**config.mk**
```make
export PLATFORM = sky130hd
export DESIGN_NAME = i2c_status_mask
export DESIGN_NICKNAME = d
export VERILOG_FILES = /design/src/common/i2c_status_pkg.sv /design/src/hw/i2c_status_mask.sv
export SDC_FILE = /design/constraint.sdc
export NUM_CORES = 1
export LEC_CHECK = 0
export BUFFER_PORTS_ARGS = -buffer_cell sky130_fd_sc_hd__buf_2
export CAP_MARGIN = 10
export CORE_ASPECT_RATIO = 1.5
export CORE_UTILIZATION = 50
export DETAILED_ROUTE_END_ITERATION = 12
export PLACE_DENSITY_LB_ADDON = 0.1
export SYNTH_ARGS = -nofsm -noshare
export SYNTH_HDL_FRONTEND = slang
export SYNTH_SLANG_ARGS = --single-unit
```
**constraint.sdc**
```tcl
create_clock -name clk -period 4.1 [get_ports clk]
set_clock_uncertainty 0.05 [all_clocks]
set_input_delay 0 -clock clk [delete_from_list [all_inputs] [get_ports clk]]
set_output_delay 0 -clock clk [all_outputs]
set_load 0.01 [all_outputs]
```
**src/common/i2c_status_pkg.sv**
```systemverilog
// Constants, types and state layout for the two-wire status and address mask block
// Overview of operation
// - Master ack slot end records NACK as 1, ACK as 0
// - Transmit busy flag spans eight bits plus ack
// - Slave ack window: 8th falling to 9th rising
// - Master bus collision sets sticky flag until cleared
// - General call match sets flag, Stop clears it
// - Ten-bit second byte match sets flag, Stop clears
// - Transmit write while busy rejected, write collision set
// - Byte arriving into full holding register sets overflow
// - Address match clears data flag, received data byte sets it
// - Start and Stop flags record last bus condition
// - Slave direction flag: one read, zero write
// - Receive full set on store, cleared by read
// - Transmit full set on write, cleared on completion
// - Ten-bit mode: mask bit makes address bit don't-care
// - Seven-bit mode: mask bit x covers byte bit x+1
// - Address width select picks ten or seven bits
package i2c_status_pkg;

  // Timing of the master serial clock
  localparam int CLK_PERIOD_NS = 8;
  localparam int MASTER_HALF_NS = 80;
  localparam int MASTER_HALF_CYC = (MASTER_HALF_NS + CLK_PERIOD_NS - 1) / CLK_PERIOD_NS;
  localparam logic [3:0] HALF_LAST = 4'(MASTER_HALF_CYC - 1);

  // Register offsets (byte addresses)
  localparam logic [4:0] OFS_STATUS = 5'h00;
  localparam logic [4:0] OFS_MASK = 5'h04;
  localparam logic [4:0] OFS_CONTROL = 5'h08;
  localparam logic [4:0] OFS_OWN_ADDR = 5'h0c;
  localparam logic [4:0] OFS_TRANSMIT = 5'h10;
  localparam logic [4:0] OFS_RECEIVE = 5'h14;
  localparam logic [4:0] OFS_INT_STATUS = 5'h18;
  localparam logic [4:0] OFS_INT_MASK = 5'h1c;

  // Status register bit positions
  localparam int BIT_ACK_RESULT = 15;
  localparam int BIT_TX_BUSY = 14;
  localparam int BIT_ACK_WINDOW = 13;
  localparam int BIT_COLLISION = 10;
  localparam int BIT_GENERAL_CALL = 9;
  localparam int BIT_TEN_MATCH = 8;
  localparam int BIT_WRITE_COLL = 7;
  localparam int BIT_OVERFLOW = 6;
  localparam int BIT_DATA = 5;
  localparam int BIT_STOP = 4;
  localparam int BIT_START = 3;
  localparam int BIT_READ = 2;
  localparam int BIT_RX_FULL = 1;
  localparam int BIT_TX_FULL = 0;

  // Control register bit positions
  localparam int CTL_TEN_BIT = 0;
  localparam int CTL_GCALL_EN = 1;
  localparam int CTL_MASTER = 2;
  localparam int CTL_W = 3;

  // Interrupt status bit positions
  localparam int IRQ_RX = 0;
  localparam int IRQ_TX_DONE = 1;
  localparam int IRQ_COLL = 2;
  localparam int IRQ_START = 3;
  localparam int IRQ_STOP = 4;
  localparam int INT_W = 5;

  // Field widths and bus codes
  localparam int MASK_W = 10;
  localparam logic [3:0] BITS_PER_BYTE = 4'h8;
  localparam logic [3:0] ACK_SLOT = 4'h9;
  localparam logic [7:0] GENERAL_CALL_ADDR = 8'h00;
  localparam logic [4:0] TEN_BIT_PREFIX = 5'h1e;

  typedef enum logic [2:0] {
    M_IDLE = 3'b001,
    M_LOW = 3'b010,
    M_HIGH = 3'b100
  } master_e;

  typedef enum logic [4:0] {
    S_IDLE = 5'b00001,
    S_ADDR = 5'b00010,
    S_ADDR2 = 5'b00100,
    S_DATA = 5'b01000,
    S_SKIP = 5'b10000
  } slave_e;

  // Register port request
  typedef struct packed {
    logic [4:0] addr;
    logic [15:0] wdata;
    logic wr;
    logic rd;
  } reg_req_s;

  // Whole state of the block
  typedef struct packed {
    logic scl_s1;
    logic scl_s2;
    logic sda_s1;
    logic sda_s2;
    logic scl_d;
    logic sda_d;
    slave_e sphase;
    logic [3:0] scnt;
    logic [7:0] sshift;
    master_e mphase;
    logic [3:0] mcnt;
    logic [3:0] mdiv;
    logic [7:0] mshift;
    logic ack_result;
    logic tx_busy;
    logic ack_window;
    logic collision;
    logic gcall;
    logic ten_match;
    logic wcol;
    logic ovf;
    logic data_flag;
    logic stop_seen;
    logic start_seen;
    logic dir_read;
    logic rx_full;
    logic tx_full;
    logic [MASK_W-1:0] mask;
    logic [CTL_W-1:0] ctrl;
    logic [MASK_W-1:0] own;
    logic [7:0] tx_data;
    logic [7:0] rx_data;
    logic [INT_W-1:0] int_status;
    logic [INT_W-1:0] int_mask;
    logic [15:0] rdata;
    logic irq;
    logic scl_oe;
    logic sda_oe;
    logic line_level;
  } state_s;

endpackage

```
**src/hw/i2c_status_mask.sv**
```systemverilog
// Two-wire bus status flags, address masking and byte engine
//
// The implementer's own choices: the placing of the registers and the strobed register port.
`timescale 1ns/10ps
module i2c_status_mask
  import i2c_status_pkg::*;
(
  input wire logic clk,
  input wire logic rst,
  input wire reg_req_s req,
  output logic [15:0] rdata,
  output logic irq,
  input wire logic scl_in,
  output logic scl_out,
  output logic scl_oe,
  input wire logic sda_in,
  output logic sda_out,
  output logic sda_oe
);

  state_s st_ff;
  state_s nxt_st;

  logic scl_rise;
  logic scl_fall;
  logic start_det;
  logic stop_det;
  logic master_mode;
  logic ten_bit;
  logic tx_write;

  // Compare under a mask: a set mask bit ignores that position
  function automatic logic masked_eq(input logic [7:0] a, input logic [7:0] b, input logic [7:0] m);
    masked_eq = ((a ^ b) & ~m) == 8'h00;
  endfunction

  // Edges and bus conditions from the synchronised lines
  assign scl_rise = st_ff.scl_s2 & ~st_ff.scl_d;
  assign scl_fall = ~st_ff.scl_s2 & st_ff.scl_d;
  assign start_det = st_ff.scl_s2 & st_ff.scl_d & st_ff.sda_d & ~st_ff.sda_s2;
  assign stop_det = st_ff.scl_s2 & st_ff.scl_d & ~st_ff.sda_d & st_ff.sda_s2;
  assign master_mode = st_ff.ctrl[CTL_MASTER];
  assign ten_bit = st_ff.ctrl[CTL_TEN_BIT];
  assign tx_write = req.wr && req.addr == OFS_TRANSMIT;

  // Next-state logic for the whole block
  always_comb begin
    logic [7:0] byte_in;
    logic [INT_W-1:0] ev;
    logic [INT_W-1:0] clr;
    logic [15:0] status_word;
    logic [2:0] bit_sel;
    byte_in = st_ff.sshift;
    ev = '0;
    clr = '0;
    bit_sel = 3'(BITS_PER_BYTE - 4'h1 - st_ff.scnt);
    status_word = '0;
    nxt_st = st_ff;

    // Two-stage synchronisers and edge history
    nxt_st.scl_s1 = scl_in;
    nxt_st.scl_s2 = st_ff.scl_s1;
    nxt_st.sda_s1 = sda_in;
    nxt_st.sda_s2 = st_ff.sda_s1;
    nxt_st.scl_d = st_ff.scl_s2;
    nxt_st.sda_d = st_ff.sda_s2;

    // Status word as software sees it
    status_word[BIT_ACK_RESULT] = st_ff.ack_result;
    status_word[BIT_TX_BUSY] = st_ff.tx_busy;
    status_word[BIT_ACK_WINDOW] = st_ff.ack_window;
    status_word[BIT_COLLISION] = st_ff.collision;
    status_word[BIT_GENERAL_CALL] = st_ff.gcall;
    status_word[BIT_TEN_MATCH] = st_ff.ten_match;
    status_word[BIT_WRITE_COLL] = st_ff.wcol;
    status_word[BIT_OVERFLOW] = st_ff.ovf;
    status_word[BIT_DATA] = st_ff.data_flag;
    status_word[BIT_STOP] = st_ff.stop_seen;
    status_word[BIT_START] = st_ff.start_seen;
    status_word[BIT_READ] = st_ff.dir_read;
    status_word[BIT_RX_FULL] = st_ff.rx_full;
    status_word[BIT_TX_FULL] = st_ff.tx_full;

    // Read data stand only in the cycle after the strobe
    nxt_st.rdata = '0;
    if (req.rd) begin
      case (req.addr)
        OFS_STATUS: nxt_st.rdata = status_word;
        OFS_MASK: nxt_st.rdata = 16'(st_ff.mask);
        OFS_CONTROL: nxt_st.rdata = 16'(st_ff.ctrl);
        OFS_OWN_ADDR: nxt_st.rdata = 16'(st_ff.own);
        OFS_TRANSMIT: nxt_st.rdata = 16'(st_ff.tx_data);
        OFS_RECEIVE: begin
          nxt_st.rdata = 16'(st_ff.rx_data);
          nxt_st.rx_full = 1'b0;
        end
        OFS_INT_STATUS: nxt_st.rdata = 16'(st_ff.int_status);
        OFS_INT_MASK: nxt_st.rdata = 16'(st_ff.int_mask);
        default: nxt_st.rdata = '0;
      endcase
    end

    // Software writes; clears come first so hardware sets below win
    if (req.wr) begin
      case (req.addr)
        OFS_STATUS: begin
          // Only sticky flags take a zero; hardware-driven bits ignore writes
          if (!req.wdata[BIT_COLLISION]) nxt_st.collision = 1'b0;
          if (!req.wdata[BIT_OVERFLOW]) nxt_st.ovf = 1'b0;
          if (!req.wdata[BIT_START]) nxt_st.start_seen = 1'b0;
          if (!req.wdata[BIT_STOP]) nxt_st.stop_seen = 1'b0;
          if (!req.wdata[BIT_WRITE_COLL]) nxt_st.wcol = 1'b0;
        end
        OFS_MASK: nxt_st.mask = req.wdata[MASK_W-1:0];
        OFS_CONTROL: nxt_st.ctrl = req.wdata[CTL_W-1:0];
        OFS_OWN_ADDR: nxt_st.own = req.wdata[MASK_W-1:0];
        OFS_INT_STATUS: clr = req.wdata[INT_W-1:0];
        OFS_INT_MASK: nxt_st.int_mask = req.wdata[INT_W-1:0];
        default: ;
      endcase
    end

    // Transmit register write: refused while the master engine has a byte on the wire
    if (tx_write) begin
      if (st_ff.tx_busy) begin
        nxt_st.wcol = 1'b1;
      end else begin
        nxt_st.tx_data = req.wdata[7:0];
        nxt_st.tx_full = 1'b1;
      end
    end

    // Master byte engine: drives the clock, shifts out, samples ack
    case (st_ff.mphase)
      M_IDLE: begin
        if (tx_write && !st_ff.tx_busy && master_mode) begin
          nxt_st.mphase = M_LOW;
          nxt_st.tx_busy = 1'b1;
          nxt_st.mshift = req.wdata[7:0];
          nxt_st.mcnt = '0;
          nxt_st.mdiv = '0;
          nxt_st.scl_oe = 1'b1;
        end
      end
      M_LOW: begin
        // Data moves one cycle after the clock falls, never with the rise
        if (st_ff.mdiv == '0) begin
          // Release data in the ack slot so the slave can answer
          nxt_st.sda_oe = (st_ff.mcnt == BITS_PER_BYTE) ? 1'b0 : ~st_ff.mshift[7];
        end
        if (st_ff.mdiv == HALF_LAST) begin
          nxt_st.mdiv = '0;
          nxt_st.scl_oe = 1'b0;
          nxt_st.mphase = M_HIGH;
        end else begin
          nxt_st.mdiv = st_ff.mdiv + 4'h1;
        end
      end
      M_HIGH: begin
        if (st_ff.mdiv == HALF_LAST) begin
          nxt_st.mdiv = '0;
          if (st_ff.mcnt == BITS_PER_BYTE) begin
            nxt_st.ack_result = st_ff.sda_s2;
            nxt_st.tx_busy = 1'b0;
            nxt_st.tx_full = 1'b0;
            nxt_st.mphase = M_IDLE;
            ev[IRQ_TX_DONE] = 1'b1;
          end else if (!st_ff.sda_oe && !st_ff.sda_s2) begin
            // Another master pulled data low while we released it
            nxt_st.collision = 1'b1;
            nxt_st.tx_busy = 1'b0;
            nxt_st.sda_oe = 1'b0;
            nxt_st.mphase = M_IDLE;
            ev[IRQ_COLL] = 1'b1;
          end else begin
            nxt_st.mshift = {st_ff.mshift[6:0], 1'b0};
            nxt_st.mcnt = st_ff.mcnt + 4'h1;
            nxt_st.scl_oe = 1'b1;
            nxt_st.mphase = M_LOW;
          end
        end else begin
          nxt_st.mdiv = st_ff.mdiv + 4'h1;
        end
      end
      default: begin
        nxt_st.mphase = M_IDLE;
        nxt_st.tx_busy = 1'b0;
        nxt_st.scl_oe = 1'b0;
        nxt_st.sda_oe = 1'b0;
      end
    endcase

    // Slave side: follows the external clock when not master
    if (!master_mode) begin
      if (scl_rise && st_ff.sphase != S_IDLE) begin
        if (st_ff.scnt < BITS_PER_BYTE) begin
          nxt_st.sshift = {st_ff.sshift[6:0], st_ff.sda_s2};
        end else begin
          nxt_st.ack_window = 1'b0;
        end
        nxt_st.scnt = st_ff.scnt + 4'h1;
      end

      if (scl_fall && st_ff.sphase != S_IDLE) begin
        if (st_ff.scnt == BITS_PER_BYTE) begin
          nxt_st.ack_window = 1'b1;
          nxt_st.sda_oe = 1'b0;
          case (st_ff.sphase)
            S_ADDR: begin
              if (byte_in == GENERAL_CALL_ADDR && st_ff.ctrl[CTL_GCALL_EN]) begin
                nxt_st.gcall = 1'b1;
                nxt_st.data_flag = 1'b0;
                nxt_st.dir_read = 1'b0;
                nxt_st.sda_oe = 1'b1;
                nxt_st.sphase = S_DATA;
              end else if (ten_bit) begin
                if (byte_in[7:3] == TEN_BIT_PREFIX &&
                    masked_eq({6'h00, byte_in[2:1]}, {6'h00, st_ff.own[9:8]},
                              {6'h00, st_ff.mask[9:8]})) begin
                  nxt_st.sda_oe = 1'b1;
                  if (byte_in[0] && st_ff.ten_match) begin
                    // Repeated start with read after a full ten-bit match
                    nxt_st.dir_read = 1'b1;
                    nxt_st.data_flag = 1'b0;
                    nxt_st.sphase = S_DATA;
                  end else begin
                    nxt_st.sphase = S_ADDR2;
                  end
                end else begin
                  nxt_st.sphase = S_SKIP;
                end
              end else if (masked_eq({byte_in[7:1], 1'b0}, {st_ff.own[6:0], 1'b0},
                                     {st_ff.mask[6:0], 1'b0})) begin
                nxt_st.sda_oe = 1'b1;
                nxt_st.data_flag = 1'b0;
                nxt_st.dir_read = byte_in[0];
                nxt_st.sphase = S_DATA;
              end else begin
                nxt_st.sphase = S_SKIP;
              end
            end
            S_ADDR2: begin
              if (masked_eq(byte_in, st_ff.own[7:0], st_ff.mask[7:0])) begin
                nxt_st.ten_match = 1'b1;
                nxt_st.data_flag = 1'b0;
                nxt_st.dir_read = 1'b0;
                nxt_st.sda_oe = 1'b1;
                nxt_st.sphase = S_DATA;
              end else begin
                nxt_st.sphase = S_SKIP;
              end
            end
            S_DATA: begin
              if (!st_ff.dir_read) begin
                nxt_st.data_flag = 1'b1;
                ev[IRQ_RX] = 1'b1;
                if (st_ff.rx_full && nxt_st.rx_full) begin
                  // Holding register unread: keep it and refuse the byte
                  nxt_st.ovf = 1'b1;
                end else begin
                  nxt_st.rx_data = byte_in;
                  nxt_st.rx_full = 1'b1;
                  nxt_st.sda_oe = 1'b1;
                end
              end else begin
                // Eighth bit of a read byte is out: the byte is sent
                nxt_st.tx_full = 1'b0;
              end
            end
            default: ;
          endcase
        end else if (st_ff.scnt == ACK_SLOT) begin
          nxt_st.scnt = '0;
          nxt_st.sda_oe = (st_ff.sphase == S_DATA && st_ff.dir_read) ? ~st_ff.tx_data[7] : 1'b0;
        end else if (st_ff.sphase == S_DATA && st_ff.dir_read) begin
          nxt_st.sda_oe = ~st_ff.tx_data[bit_sel];
        end
      end
    end

    // Start and Stop detection; the last one seen is recorded
    if (start_det) begin
      nxt_st.start_seen = 1'b1;
      nxt_st.stop_seen = 1'b0;
      nxt_st.sphase = S_ADDR;
      nxt_st.scnt = '0;
      nxt_st.ack_window = 1'b0;
      ev[IRQ_START] = 1'b1;
    end else if (stop_det) begin
      nxt_st.stop_seen = 1'b1;
      nxt_st.start_seen = 1'b0;
      nxt_st.gcall = 1'b0;
      nxt_st.ten_match = 1'b0;
      nxt_st.sphase = S_IDLE;
      nxt_st.scnt = '0;
      nxt_st.ack_window = 1'b0;
      if (!master_mode) nxt_st.sda_oe = 1'b0;
      ev[IRQ_STOP] = 1'b1;
    end

    // Sticky interrupt status, write one to clear, set wins
    nxt_st.int_status = (st_ff.int_status & ~clr) | ev;
    nxt_st.irq = |(nxt_st.int_status & nxt_st.int_mask);
    nxt_st.line_level = 1'b0;
  end

  // State register
  always_ff @(posedge clk or posedge rst) begin
    if (rst) begin
      st_ff <= '{sphase: S_IDLE, mphase: M_IDLE, scl_s1: 1'b1, scl_s2: 1'b1, sda_s1: 1'b1,
                 sda_s2: 1'b1, scl_d: 1'b1, sda_d: 1'b1, default: '0};
    end else begin
      st_ff <= nxt_st;
    end
  end

  // Outputs straight from the state register
  assign rdata = st_ff.rdata;
  assign irq = st_ff.irq;
  assign scl_out = st_ff.line_level;
  assign scl_oe = st_ff.scl_oe;
  assign sda_out = st_ff.line_level;
  assign sda_oe = st_ff.sda_oe;

endmodule

```
==> summary.md <==
| Metric | Value |
|---|---|
| Layout-stage area growth over the synthesis result | `15.4%` |
| Count of filler cells inserted in the layout | `1026` |
| Final critical-path share of the clock period | `65.4%` |
| Maximum cell stage delay along the critical path | `0.65 ns` |
| Final setup violation count | `0` |
| Sequential share of the synthesized area | `49.5%` |
| Gpl congestion | `0.924` |
| Path depth of the worst reg2reg path | `5` |
| Clk Latency, worst-skew pair | `0.41 ns` |
| Antenna violations before repair | `0` |
| Die height | `138 um` |
| Status | `complete, no violations` |
| RSZ-0062 raised after global routing | `false` |
| Post-CTS sizing | `0` |
| Total number of cells along the worst setup path | `5` |
| Routed metal-1 wire length | `6510 um` |
| Standard cell core area | `12000 um^2` |
| Total met3 wirelength after detailed routing | `613 um` |
| Final net count | `638` |
| Critical Setup Path Class | `flip-flop to flip-flop` |
| Worst-margin pin slew | `1.02 ns` |
| Antenna-violating nets left | `0` |
| Final routed DRC violation total | `0` |
| Met2 wire length | `8450 um` |
| Global-route congestion overflow total | `0` |
| Die Width | `92.8 um` |
| Gate count of the mapped netlist | `566` |
| Number of sinks driven by the clock tree | `122` |
| Wire length of the first global-routing pass | `26200 um` |
| Number of global-route vias before repair | `4737` |
| Worst hold-check path type | `input port to flip-flop` |
| Total power per unit cell area | `537 nW/um^2` |
| Netlist area before placement | `6190 um^2` |
| Detailed-route wire length | `16300 um` |
| Endpoint type of the worst setup path | `flip-flop` |
| Utilization after layout | `59.4%` |
| Maximum number of pins on one net before global-route repair | `63` |
| Share of layout cells above drive strength 1 | `24.7%` |
| Prevailing post-synth register cell | `sky130_fd_sc_hd__dfrtp_1` |
| Die area | `12800 um^2` |
| Number of buffers created by CTS | `17` |
| Average vias per placed instance | `6.12` |
| Standard-cell rows | `49` |
| Highest fanout seen on the critical path | `8` |
| VDD IR max | `0.300 mV` |
| DR vias | `4706` |
| PortBufs | `38` |
| Fmax achieved | `373 MHz` |
| Cells along the critical path | `or4b_1, a2111oi_4, and2_1, nand2_2, mux2_1` |
| Post-DP HPWL | `11800 um` |
| Tmin final | `2.68 ns` |
| Critical path buffer and inverter count | `0` |
| Critical path's slowest cell | `sky130_fd_sc_hd__or4b_1` |
| Arrival time at the worst endpoint | `2.92 ns` |
| Global routing usage summed across all routing layers | `27.1%` |
| Synth cell types | `73` |
| Number of slew-limit violations in the final report | `0` |
| Clock tree root driver cell | `sky130_fd_sc_hd__clkbuf_16` |
| Headroom to the max-slew limit | `31.2%` |
| First drt pass iteration count | `6` |
| Reg clk slew, reported paths | `0.05 ns` |
| Clock tree from TritonCTS | `done` |
| Syn_area_per_cell | `10.9 um^2` |
| Number of inserted diodes | `0` |
| Worst Setup Start Kind | `flip-flop` |
| DRT iter0 DRCs | `352` |
| Initial Util | `51.5%` |
| Max Cap Viol | `0` |
| Number of buffers on the longest clock path | `2` |
| Kind of cell adding the most delay to the critical path | `simple AND/OR/NAND/NOR gates` |
| Fraction of synthesis flops using an asynchronous set or reset pin | `100%` |
| Leakage power of the design | `3.19 nW` |
| Number of stages on the worst hold path | `4` |
| Total I/O pin count | `48` |
| Average wire per cell in the routed design | `21.2 um` |
| Critical path data required time | `4.34 ns` |
| Top layer used by detailed routing | `met4` |
| Flip-flop and latch count after synthesis | `122` |
| Post-Route Setup TNS | `0 ns` |
| CTS HTree Levels | `4` |
| Number of hold-slack violations in the final timing report | `0` |
| Number of enable-type register cells in the synthesized netlist | `0` |
| Number of warnings issued by yosys | `0` |
## power breakdown
| group | internal (mW) | switching (mW) |
|---|---|---|
| Clock | 0.910 | 0.566 |
| Sequential | 1.39 | 0.290 |
| Combinational | 0.354 | 0.323 |
| Total | 2.65 | 1.18 |
## cell families (layout without fill, tap and decap cells)
group                      after synthesis  in the layout  share of synthesized area, %
AOI/OAI and AO/OA                      143            143                          16.7
xor gates and xnor gates                20             20                          2.83
adders and majority gates                8              8                          1.62
buffers and inverters                   53            100                          4.31
DFF                                    122            122                          49.5
muxes                                   57             57                          10.7
other                                    1              4                        0.0606
and+or+nand+nor                        162            162                          14.2
## synthesized netlist by cell type, drive strengths merged (3+ instances only)
cell,count,area [um^2]
a222oi,3,30.0
nand2,49,194
a221oi,4,35.0
nor4,7,56.3
o31ai,6,45.0
a21oi,17,85.1
or2,3,18.8
nor2b,4,25.0
o211ai,3,22.5
nand3,6,30.0
ha,8,100
dfrtp,114,2850
or3b,3,28.8
a211oi,3,40.0
inv,12,45.0
nor3,3,20.0
nor2,36,143
xnor2,18,158
a22o,14,123
buf,19,139
o21ai,24,120
nand2b,11,68.8
clkbuf,22,82.6
a21o,13,97.6
a22oi,19,143
or4,4,33.8
a31oi,10,62.6
and3,5,31.3
mux2,54,608
dfstp,8,210
nand4,4,25.0
and2,6,37.5
o22ai,10,62.6
nand3b,5,37.5
nor3b,5,37.5
## sequential cells by signal, indices dropped and copies added, names as in the netlist
register / cells
sda_oe: 1
nxt_st: 4
scl_oe: 1
master_mode: 1
st_ff: 100
rdata: 14
irq: 1
## final cells by class
class | instances | area [um^2] | area share (%)
repair buffers | 56 | 365 | 5.12
well taps | 153 | 191 | 2.68
clock inverters | 14 | 149 | 2.09
multi-input cells | 394 | 2880 | 40.4
inverters | 12 | 47.5 | 0.666
flip-flops and latches | 122 | 3060 | 42.9
clock buffers | 18 | 439 | 6.15
## final timing paths
path	start	to	slack [ns]
setup / recovery	st_ff[111]	st_ff[36]	1.42
min in group asynchronous	rst	st_ff[98]	0.24
max in group asynchronous	rst	st_ff[114]	2.76
hold / removal	req[22]	rdata[8]	0.04
setup reg to reg	st_ff[111]	st_ff[36]	1.42
hold reg to reg	nxt_st[123]	nxt_st[120]	0.31
## placed cells by master, fill, tap and decap left out, types with 3 or more instances in the layout
cell                            count
sky130_fd_sc_hd__o21ai_0           23
sky130_fd_sc_hd__a21o_1            13
sky130_fd_sc_hd__and2_1             6
sky130_fd_sc_hd__a22o_1            14
sky130_fd_sc_hd__and3_1             5
sky130_fd_sc_hd__mux2_2            52
sky130_fd_sc_hd__dfstp_2            8
sky130_fd_sc_hd__nor3b_1            5
sky130_fd_sc_hd__a221oi_1           4
sky130_fd_sc_hd__a222oi_1           3
sky130_fd_sc_hd__ha_1               8
sky130_fd_sc_hd__a31oi_1           10
sky130_fd_sc_hd__nand2_1           47
sky130_fd_sc_hd__nand2b_1          11
sky130_fd_sc_hd__nor2b_1            4
sky130_fd_sc_hd__conb_1             4
sky130_fd_sc_hd__nand3b_1           5
sky130_fd_sc_hd__o22ai_1           10
sky130_fd_sc_hd__nor4_1             4
sky130_fd_sc_hd__buf_2             38
sky130_fd_sc_hd__a21oi_1           17
sky130_fd_sc_hd__nand3_1            6
sky130_fd_sc_hd__inv_1             11
sky130_fd_sc_hd__clkinvlp_4         7
sky130_fd_sc_hd__a22oi_1           19
sky130_fd_sc_hd__dlygate4sd3_1     16
sky130_fd_sc_hd__or4_1              3
sky130_fd_sc_hd__o211ai_1           3
sky130_fd_sc_hd__nor2_1            35
sky130_fd_sc_hd__xnor2_1           18
sky130_fd_sc_hd__dfrtp_1          114
sky130_fd_sc_hd__o31ai_1            6
sky130_fd_sc_hd__nand4_1            4
sky130_fd_sc_hd__clkbuf_16         17
## timing repair
item,CTS,global route
buffers inserted,0,0
hold buffers,16,0
hold endpoints to repair,113,0
## tightest hold or removal path, cell delays in order
cell	delay, ns
sky130_fd_sc_hd__buf_2	0.16
sky130_fd_sc_hd__nor4_4	0.13
sky130_fd_sc_hd__nand2_1	0.09
sky130_fd_sc_hd__a21oi_1	0.06
## metrics by stage
stage,cell area (um^2),total power [mW],std cells,hold WS [ns],setup slack (ns)
2_1_floorplan,6200,2.13,569,-0.0455,0.821
6_report,7140,3.83,769,0.0385,1.42
3_5_place_dp,6390,2.36,721,0.0567,1.45
4_1_cts,7140,3.85,769,0.0208,1.43
5_1_grt,7140,4.00,769,0.0677,1.30
3_3_place_gp,6390,2.33,721,0.0557,1.47
## layer usage
layer  GRT usage, %  vias up
met5              0        -
met4           13.8        0
met3           5.01       44
met2           45.7      148
met1           32.7     2361
li1               -     2153
No activity file was read; power rests on OpenSTA's default activity.
